## config.mk

```make
export PLATFORM = sky130hd
export DESIGN_NAME = sector_index_pulse_timing
export DESIGN_NICKNAME = d
export VERILOG_FILES = /design/src/sector_timing_pkg.sv /design/src/timer_if.sv /design/src/mark_sync.sv /design/src/oneshot_timer.sv /design/src/sector_index_pulse_timing.sv
export SDC_FILE = /design/constraint.sdc
export NUM_CORES = 1
export LEC_CHECK = 0
export ABC_AREA = 0
export BUFFER_PORTS_ARGS = -buffer_cell sky130_fd_sc_hd__buf_2
export CAP_MARGIN = 25
export CORE_MARGIN = 3
export CORE_UTILIZATION = 59
export CTS_CLUSTER_DIAMETER = 60
export DETAILED_ROUTE_END_ITERATION = 8
export GPL_TIMING_DRIVEN = 0
export MAX_ROUTING_LAYER = met4
export PLACE_DENSITY = 0.83
export SYNTH_ARGS = -nofsm -noshare
export SYNTH_HDL_FRONTEND = slang
export SYNTH_SLANG_ARGS = --single-unit
```

## constraint.sdc

```tcl
create_clock -name hclk -period 2.42 [get_ports hclk]
set_input_delay 0 -clock hclk [delete_from_list [all_inputs] [get_ports hclk]]
set_output_delay 0 -clock hclk [all_outputs]
set_load 0.02 [all_outputs]
```

## src/sector_timing_pkg.sv

```systemverilog
// Constants, types and register map of the sector/index pulse timing block
package sector_timing_pkg;

	localparam int CLK_HZ          = 50_000_000;
	localparam int CYC_PER_US      = CLK_HZ / 1_000_000;
	localparam int CNT_W           = 20;
	localparam int SECTORS_PER_REV = 12;

	// Times in microseconds, counts derived from the clock rate; the mark filter is given in cycles
	localparam int INDEX_WIN_US    = 2000;
	localparam int INDEX_WIN_CYC   = INDEX_WIN_US * CYC_PER_US;
	localparam int SECTOR_DLY_US   = 100;
	localparam int SECTOR_DLY_CYC  = SECTOR_DLY_US * CYC_PER_US;
	localparam int MARK_WIDTH_US   = 10;
	localparam int MARK_WIDTH_CYC  = MARK_WIDTH_US * CYC_PER_US;
	localparam int MARK_FILT_CYC   = 4;

	localparam logic [3:0] LAST_SECTOR = 4'(SECTORS_PER_REV - 1);

	// Register byte offsets
	localparam logic [7:0] OFS_CTRL       = 8'h00;
	localparam logic [7:0] OFS_STATUS     = 8'h04;
	localparam logic [7:0] OFS_SECTOR_DLY = 8'h08;
	localparam logic [7:0] OFS_MARK_WIDTH = 8'h0c;
	localparam logic [7:0] OFS_INDEX_WIN  = 8'h10;
	localparam logic [7:0] OFS_IRQ_STATUS = 8'h14;
	localparam logic [7:0] OFS_IRQ_MASK   = 8'h18;
	localparam logic [7:0] OFS_REV_COUNT  = 8'h1c;

	// Field positions
	localparam int CTRL_ENABLE    = 0;
	localparam int ST_SECTOR_LSB  = 0;
	localparam int ST_RESET_FLAG  = 4;
	localparam int ST_WINDOW      = 5;
	localparam int ST_SEL_READY   = 6;
	localparam int ST_MARK_BUSY   = 7;
	localparam int IRQ_SECTOR     = 0;
	localparam int IRQ_INDEX      = 1;
	localparam int IRQ_MISSED     = 2;
	localparam int IRQ_W          = 3;

	// Values after reset
	localparam logic [31:0] CTRL_RST     = 32'h0000_0001;
	localparam logic [IRQ_W-1:0] MASK_RST = 3'h0;

	localparam logic [1:0] HTRANS_NONSEQ = 2'h2;
	localparam logic       HRESP_OKAY    = 1'h0;

	typedef enum logic [1:0] {
		MK_IDLE,
		MK_SECTOR,
		MK_INDEX
	} mark_state_t;

endpackage : sector_timing_pkg

```

## src/timer_if.sv

```systemverilog
// Start/expire handshake between the block and one of its one-shot counters
`timescale 1ns/100ps
interface timer_if #(parameter int W = 20);
	logic         start;
	logic [W-1:0] length;
	logic         busy;
	logic         expire;

	modport ctrl  (output start, output length, input busy, input expire);
	modport timer (input start, input length, output busy, output expire);
endinterface : timer_if

```

## src/mark_sync.sv

```systemverilog
// Two-stage synchroniser and glitch filter for the transducer input
`timescale 1ns/100ps
module mark_sync
	import sector_timing_pkg::*;
#(
	parameter int FILT = MARK_FILT_CYC
) (
	input  wire logic hclk,       // System clock
	input  wire logic hresetn,    // Async reset, low
	input  wire logic mark_pin_n, // Raw transducer, low in a slot
	output logic      mark_start  // One pulse at a clean mark start
);

	logic       meta_r;
	logic       sync_r;
	logic       level_r;
	logic [7:0] stable_r;

	wire logic differs = (sync_r != level_r);

	always_ff @(posedge hclk or negedge hresetn) begin
		if (!hresetn) begin
			meta_r   <= 1'b0;
			sync_r   <= 1'b0;
			level_r  <= 1'b0;
			stable_r <= 8'h00;
			mark_start <= 1'b0;
		end else begin
			meta_r     <= ~mark_pin_n;
			sync_r     <= meta_r;
			mark_start <= 1'b0;
			// Spikes shorter than FILT cycles never flip the level
			if (!differs) begin
				stable_r <= 8'h00;
			end else if (stable_r == 8'(FILT - 1)) begin
				stable_r   <= 8'h00;
				level_r    <= sync_r;
				mark_start <= sync_r;
			end else begin
				stable_r <= stable_r + 8'h01;
			end
		end
	end

endmodule : mark_sync

```

## src/oneshot_timer.sv

```systemverilog
// Retriggerable one-shot realised as a down counter
`timescale 1ns/100ps
module oneshot_timer
	import sector_timing_pkg::*;
#(
	parameter int W = CNT_W
) (
	input wire logic hclk,     // System clock
	input wire logic hresetn,  // Async reset, low
	timer_if.timer   t         // Start, length, busy, expire
);

	logic [W-1:0] cnt_r;
	logic         busy_r;
	logic         expire_r;

	// Zero length would wrap to a full count; treat it as one cycle
	wire logic [W-1:0] len_eff = (t.length == '0) ? {{(W-1){1'b0}}, 1'b1} : t.length;
	wire logic         last    = (cnt_r == {{(W-1){1'b0}}, 1'b1});

	always_ff @(posedge hclk or negedge hresetn) begin
		if (!hresetn) begin
			cnt_r    <= '0;
			busy_r   <= 1'b0;
			expire_r <= 1'b0;
		end else begin
			expire_r <= 1'b0;
			if (t.start) begin
				cnt_r  <= len_eff;
				busy_r <= 1'b1;
			end else if (busy_r) begin
				cnt_r <= cnt_r - 1'b1;
				if (last) begin
					busy_r   <= 1'b0;
					expire_r <= 1'b1;
				end
			end
		end
	end

	assign t.busy   = busy_r;
	assign t.expire = expire_r;

endmodule : oneshot_timer

```

## src/sector_index_pulse_timing.sv

```systemverilog
// Sector/index pulse timing with AHB-Lite register access
`timescale 1ns/100ps
module sector_index_pulse_timing
	import sector_timing_pkg::*;
#(
	parameter int INDEX_WIN_DEF  = INDEX_WIN_CYC,  // Separation window, cycles
	parameter int SECTOR_DLY_DEF = SECTOR_DLY_CYC, // Sector delay after reset, cycles
	parameter int MARK_FILT      = MARK_FILT_CYC   // Deglitch length, cycles
) (
	input  wire logic        hclk,              // System clock, 50 MHz
	input  wire logic        hresetn,           // Async reset, low
	input  wire logic        hsel,              // Slave select
	input  wire logic [31:0] haddr,             // Byte address
	input  wire logic [1:0]  htrans,            // Transfer type
	input  wire logic        hwrite,            // Write when high
	input  wire logic [2:0]  hsize,             // Transfer size
	input  wire logic [31:0] hwdata,            // Write data
	input  wire logic        hready,            // Bus ready
	output logic      [31:0] hrdata,            // Read data
	output logic             hreadyout,         // Slave ready
	output logic             hresp,             // Always OKAY
	input  wire logic        mark_pin_n,        // Transducer, low in a slot
	input  wire logic        sel_ready,         // Drive selected and ready
	output logic             sector_pulse_oe_n, // Pulls sector line low
	output logic             index_pulse_oe_n,  // Pulls index line low
	output logic      [3:0]  sector_addr_o,     // Sector address value
	output logic             sector_addr_oe_n,  // Drives sector address
	output logic             irq                // Level interrupt
);

	timer_if #(.W(CNT_W)) dly_t ();
	timer_if #(.W(CNT_W)) mark_t ();
	timer_if #(.W(CNT_W)) win_t ();

	logic mark_start;

	mark_sync #(
		.FILT       (MARK_FILT)
	) u_sync (
		.hclk       (hclk),
		.hresetn    (hresetn),
		.mark_pin_n (mark_pin_n),
		.mark_start (mark_start)
	);

	oneshot_timer #(.W(CNT_W)) u_sector_delay (
		.hclk    (hclk),
		.hresetn (hresetn),
		.t       (dly_t)
	);

	oneshot_timer #(.W(CNT_W)) u_mark_generator (
		.hclk    (hclk),
		.hresetn (hresetn),
		.t       (mark_t)
	);

	oneshot_timer #(.W(CNT_W)) u_index_window (
		.hclk    (hclk),
		.hresetn (hresetn),
		.t       (win_t)
	);

	// Register state
	logic [31:0]      ctrl_r;
	logic [CNT_W-1:0] sector_dly_r;
	logic [CNT_W-1:0] mark_width_r;
	logic [CNT_W-1:0] index_win_r;
	logic [IRQ_W-1:0] irq_status_r;
	logic [IRQ_W-1:0] irq_status_nxt;
	logic [IRQ_W-1:0] irq_mask_r;
	logic [15:0]      rev_count_r;

	// Timing state
	mark_state_t      mark_state_r;
	mark_state_t      mark_state_nxt;
	logic [3:0]       sector_cnt_r;
	logic [3:0]       sector_cnt_nxt;
	logic             reset_flag_r;
	logic             reset_flag_nxt;

	// Output flops
	logic             sector_oe_n_r;
	logic             index_oe_n_r;
	logic [3:0]       addr_out_r;
	logic             addr_oe_n_r;
	logic             irq_r;

	// Bus state
	logic             wr_pend_r;
	logic             rd_pend_r;
	logic [7:0]       addr_r;
	logic [31:0]      hrdata_r;

	// ------------------------------------------------------------------
	// Mark path
	// ------------------------------------------------------------------
	wire logic enabled   = ctrl_r[CTRL_ENABLE];
	wire logic mark_fire = dly_t.expire;
	wire logic is_index  = mark_fire & win_t.busy;
	wire logic is_sector = mark_fire & ~win_t.busy;
	wire logic mark_end  = mark_t.expire & ~mark_fire;
	wire logic sector_end = mark_end & (mark_state_r == MK_SECTOR);

	// Each clean mark restarts the trim delay; disabled block ignores marks
	assign dly_t.start   = mark_start & enabled;
	assign dly_t.length  = sector_dly_r;
	assign mark_t.start  = mark_fire;
	assign mark_t.length = mark_width_r;
	assign win_t.start   = mark_fire;
	assign win_t.length  = index_win_r;

	// A thirteenth sector with no index between means the index slot was lost
	wire logic missed = is_sector & ~reset_flag_r & (sector_cnt_r == LAST_SECTOR);

	always_comb begin
		mark_state_nxt = mark_state_r;
		if (is_index) begin
			mark_state_nxt = MK_INDEX;
		end else if (is_sector) begin
			mark_state_nxt = MK_SECTOR;
		end else if (mark_end) begin
			mark_state_nxt = MK_IDLE;
		end
	end

	always_comb begin
		sector_cnt_nxt = sector_cnt_r;
		if (is_sector) begin
			if (reset_flag_r) begin
				sector_cnt_nxt = 4'h0;
			end else begin
				sector_cnt_nxt = sector_cnt_r + 4'h1;
			end
		end
	end

	// Setting by an index wins over the clear at a sector trailing edge
	always_comb begin
		reset_flag_nxt = reset_flag_r;
		if (sector_end) begin
			reset_flag_nxt = 1'b0;
		end
		if (is_index) begin
			reset_flag_nxt = 1'b1;
		end
	end

	always_ff @(posedge hclk or negedge hresetn) begin
		if (!hresetn) begin
			mark_state_r <= MK_IDLE;
			sector_cnt_r <= 4'h0;
			reset_flag_r <= 1'b0;
			rev_count_r  <= 16'h0000;
		end else begin
			mark_state_r <= mark_state_nxt;
			sector_cnt_r <= sector_cnt_nxt;
			reset_flag_r <= reset_flag_nxt;
			if (is_index) begin
				rev_count_r <= rev_count_r + 16'h0001;
			end
		end
	end

	// Interface lines only while selected and ready; internal state runs regardless
	always_ff @(posedge hclk or negedge hresetn) begin
		if (!hresetn) begin
			sector_oe_n_r <= 1'b1;
			index_oe_n_r  <= 1'b1;
			addr_out_r    <= 4'h0;
			addr_oe_n_r   <= 1'b1;
		end else begin
			sector_oe_n_r <= ~(sel_ready & (mark_state_nxt == MK_SECTOR));
			index_oe_n_r  <= ~(sel_ready & (mark_state_nxt == MK_INDEX));
			addr_out_r    <= sector_cnt_nxt;
			addr_oe_n_r   <= ~sel_ready;
		end
	end

	assign sector_pulse_oe_n = sector_oe_n_r;
	assign index_pulse_oe_n  = index_oe_n_r;
	assign sector_addr_o     = addr_out_r;
	assign sector_addr_oe_n  = addr_oe_n_r;

	// ------------------------------------------------------------------
	// AHB-Lite slave: writes without wait, reads with one wait state
	// ------------------------------------------------------------------
	wire logic addr_phase = hsel & hready & (htrans == HTRANS_NONSEQ);

	always_ff @(posedge hclk or negedge hresetn) begin
		if (!hresetn) begin
			wr_pend_r <= 1'b0;
			rd_pend_r <= 1'b0;
			addr_r    <= 8'h00;
		end else begin
			if (addr_phase) begin
				wr_pend_r <= hwrite;
				rd_pend_r <= ~hwrite;
				addr_r    <= {haddr[7:2], 2'b00};
			end else if (hready) begin
				wr_pend_r <= 1'b0;
				rd_pend_r <= 1'b0;
			end else begin
				rd_pend_r <= 1'b0;
			end
		end
	end

	wire logic wr_ctrl      = wr_pend_r & (addr_r == OFS_CTRL);
	wire logic wr_delay     = wr_pend_r & (addr_r == OFS_SECTOR_DLY);
	wire logic wr_width     = wr_pend_r & (addr_r == OFS_MARK_WIDTH);
	wire logic wr_window    = wr_pend_r & (addr_r == OFS_INDEX_WIN);
	wire logic wr_irq_stat  = wr_pend_r & (addr_r == OFS_IRQ_STATUS);
	wire logic wr_irq_mask  = wr_pend_r & (addr_r == OFS_IRQ_MASK);

	wire logic [IRQ_W-1:0] irq_events = {missed, is_index, is_sector};

	// Write-one clears; a new event in the same cycle stays set
	always_comb begin
		irq_status_nxt = irq_status_r;
		if (wr_irq_stat) begin
			irq_status_nxt = irq_status_r & ~hwdata[IRQ_W-1:0];
		end
		irq_status_nxt = irq_status_nxt | irq_events;
	end

	always_ff @(posedge hclk or negedge hresetn) begin
		if (!hresetn) begin
			ctrl_r       <= CTRL_RST;
			sector_dly_r <= CNT_W'(SECTOR_DLY_DEF);
			mark_width_r <= CNT_W'(MARK_WIDTH_CYC);
			index_win_r  <= CNT_W'(INDEX_WIN_DEF);
			irq_mask_r   <= MASK_RST;
			irq_status_r <= '0;
			irq_r        <= 1'b0;
		end else begin
			if (wr_ctrl) ctrl_r <= {31'h0000_0000, hwdata[CTRL_ENABLE]};
			if (wr_delay) sector_dly_r <= hwdata[CNT_W-1:0];
			if (wr_width) mark_width_r <= hwdata[CNT_W-1:0];
			if (wr_window) index_win_r <= hwdata[CNT_W-1:0];
			if (wr_irq_mask) irq_mask_r <= hwdata[IRQ_W-1:0];
			irq_status_r <= irq_status_nxt;
			irq_r        <= |(irq_status_nxt & irq_mask_r);
		end
	end

	wire logic [31:0] status_word = {24'h00_0000, mark_t.busy, sel_ready,
		win_t.busy, reset_flag_r, sector_cnt_r};

	function automatic logic [31:0] widen(input logic [CNT_W-1:0] v);
		widen = {{(32-CNT_W){1'b0}}, v};
	endfunction : widen

	wire logic [31:0] rd_mux =
		(addr_r == OFS_CTRL)       ? ctrl_r :
		(addr_r == OFS_STATUS)     ? status_word :
		(addr_r == OFS_SECTOR_DLY) ? widen(sector_dly_r) :
		(addr_r == OFS_MARK_WIDTH) ? widen(mark_width_r) :
		(addr_r == OFS_INDEX_WIN)  ? widen(index_win_r) :
		(addr_r == OFS_IRQ_STATUS) ? {29'h0000_0000, irq_status_r} :
		(addr_r == OFS_IRQ_MASK)   ? {29'h0000_0000, irq_mask_r} :
		(addr_r == OFS_REV_COUNT)  ? {16'h0000, rev_count_r} :
		32'h0000_0000;

	// Read data is sampled in the wait cycle so a write just before is seen
	always_ff @(posedge hclk or negedge hresetn) begin
		if (!hresetn) begin
			hrdata_r <= 32'h0000_0000;
		end else if (rd_pend_r) begin
			hrdata_r <= rd_mux;
		end
	end

	assign hrdata    = hrdata_r;
	assign hreadyout = ~rd_pend_r;
	assign hresp     = HRESP_OKAY;
	assign irq       = irq_r;

endmodule : sector_index_pulse_timing

```

==> flow_summary.yaml <==
timing:
  final-setup-viol-count: 0
  rsz0062_at_grt: "false"
  fmax_mhz: 434
  skew_ps: 9.74
  finalHoldViolations: 0
  tightest_slew_ps: 913
  fin_crit_ps: 2310
  maxSlewHeadroom: 0.383
  slew_violations: 0
  hold_ws_ps: 43.5
  post-route-period-util: 0.953
floorplan:
  die_w_um: 135
  ios: 118
  coreArea_um2: 16100
  rows: 46
  die_area_um2: 18200
  die_h_um: 135
  initial_utilization: 0.610
worst_setup_path:
  setup.worst_path.end_class: "register"
  cp.required_ps: 2790
  criticalPathCategory: "register to register"
  cp.arrival_ps: 2680
  cp_max_fo: 10
  rr_worst_depth: 5
  startpoint_type: "register"
pwr:
  irDropWorstVdd_mv: 0.690
  p_per_area_nw_per_um2: 911
  p_leak_nw: 4.79
layout:
  nets: 1132
  n_antenna_cell: 0
  layout.cells.most_common: "dfrtp_1"
  postLayoutCoreUtil: 0.712
  syn_to_final_growth_pct: 16.7
  fill_cells: 1111
  final_cell_mix: "dfrtp_1, nand2_1, buf_2"
  drive_above_1_share: 0.161
synthesis:
  yosys.area.top_type_share: 0.455
  synthCells: 922
  yosysWarnings: 0
  synth_area_leaders: "dfrtp_1, mux2_1, dfstp_2, nand2_1, xnor2_1"
  synth_cell_type_count: 66
  synthFlopType: "dfrtp_1"
  ys_ff_latch: 199
  syn_area_um2: 9790
  synth_edf_count: 0
  synth-seq-area-share: 0.511
  yosys.area.top_type: "dfrtp_1"
  synth.avg_cell_area_um2: 10.6
  async_reset_ff_frac: 1.00
route:
  viasPerCell: 6.39
  antenna_left: 0
  drt-initial-drc-count: 970
  dr.pass1.iters: 4
  finalWirelength_mm: 26.5
  avgRoutedWirePerCell_um: 20.8
  dr_total_vias: 8149
  drc_errors: 0
flow_run:
  max-cap-violations: 0
run_status:
  status: "finished clean"
grt:
  grt_usage: 0.311
  grt_pass1_wl_mm: 42.6
  gr-total-overflow: 0
  grt_pass1_vias: 7865
  grt_max_degree: 128
  antenna_found_initial: 0
hold_path:
  whs_path_depth: 3
  hold_class: "primary input to register"
cts:
  clock_sinks: 199
  cts_setup_buffers: 0
  insertion_delay_ps: 450
  clk_pin_slew_ps: 70
  cts_made_buffers: 17
  htreeDepth: 4
  cts_tree: "built"
  cts.path.max_buffers: 2
  root_buffer: "clkbuf_16"
place:
  dp_hpwl_mm: 18.5
  portBuffers: 63
  gp_congestion: 0.951
==> repair_timing <==
action                     CTS  global route
hold buffers                31             0
resized for setup            2            10
hold endpoints to repair   153             0
setup endpoints to repair   13            63
==> cell type report <==
cell class | count | area (um2) | share of cell area
buffer | 53 | 268 | 0.0234
timing repair buffer | 96 | 668 | 0.0584
inverter | 27 | 101 | 0.00887
tap | 216 | 270 | 0.0236
multi-input combinational | 653 | 4490 | 0.393
clock inverter | 14 | 188 | 0.0164
clock buffer | 18 | 439 | 0.0384
sequential | 199 | 5010 | 0.438
==> report_power, final <==
part	internal (W)	leakage (nW)	switching [W]
clock network	0.00169	0.304	0.00136
registers	0.00404	2.52	0.000833
logic	0.00107	1.97	0.00143
total	0.00680	4.79	0.00362
==> state kept, by name, summed over array words and instances, names as in the netlist, 16 cells and up <==
| name | cells |
|---|---|
| u_sector_delay.cnt_r | 20 |
| mark_t.length | 20 |
| u_index_window.cnt_r | 20 |
| hrdata | 20 |
| rev_count_r | 16 |
| u_mark_generator.cnt_r | 20 |
| index_win_r | 20 |
| dly_t.length | 20 |
==> synth_stat cells, drive strengths merged, types with 9 or more instances <==
cell type and number:
clkbuf 32, nand2 85, a31oi 21, nor2 49, nor3 23, xor2 25, nor4 27, or4 19
nand4 20, ha 9, xnor2 29, o21ai 59, dfrtp 178, a221oi 12, o2bb2ai 16, mux2 74
inv 27, o31ai 12, o22ai 10, nand3 35, and3 10, dfstp 21, buf 23
==> final timing paths <==
path                                    start                          to  slack, ps
worst max-delay path                addr_r[7]                  hrdata[14]        110
worst min-delay path                htrans[0]                   rd_pend_r         40
worst max register to register      addr_r[7]                  hrdata[14]        110
worst min register to register  u_sync.meta_r               u_sync.sync_r        360
max in group asynchronous             hresetn          u_sync.stable_r[5]       1340
min in group asynchronous             hresetn  u_mark_generator.cnt_r[16]        100
==> logic make-up after synthesis <==
group / after synthesis / share of synthesized area
compound gates: 181 / 0.126
fa+ha+maj: 9 / 0.0115
buf+inv: 82 / 0.0381
mux: 77 / 0.0920
other cells: 1 / 0.000383
flops: 199 / 0.511
xor+xnor: 54 / 0.0483
simple gates: 319 / 0.172
==> stage by stage <==
stage,cells,instance area (um2),power (W),setup TNS [ps],setup slack (ps)
detailed placement,1214,10500,0.00727,-122,-50.6
global placement,1213,10400,0.00714,-348910,-1900
CTS,1277,11400,0.0103,0,13.0
floorplan,934,9840,0.00645,0,409
global route,1276,11400,0.0109,0,2.58
finish,1276,11400,0.0104,0,114
==> worst max-delay path, cell delays in order, from the launching register on <==
cell and delay, ps:
dfrtp_1 430, or4b_1 690, clkbuf_1 330, nor2_2 400
a221oi_1 210, o2bb2ai_1 170
==> routing by layer <==
metal | GRT usage | wire length [um] | up-vias
li1 | - | - | 3648
met1 | 0.421 | 11000 | 4005
met2 | 0.469 | 12500 | 427
met3 | 0.0697 | 2190 | 69
met4 | 0.110 | 788 | 0
met5 | - | 0 | -
(Power assumes the default switching activity.)
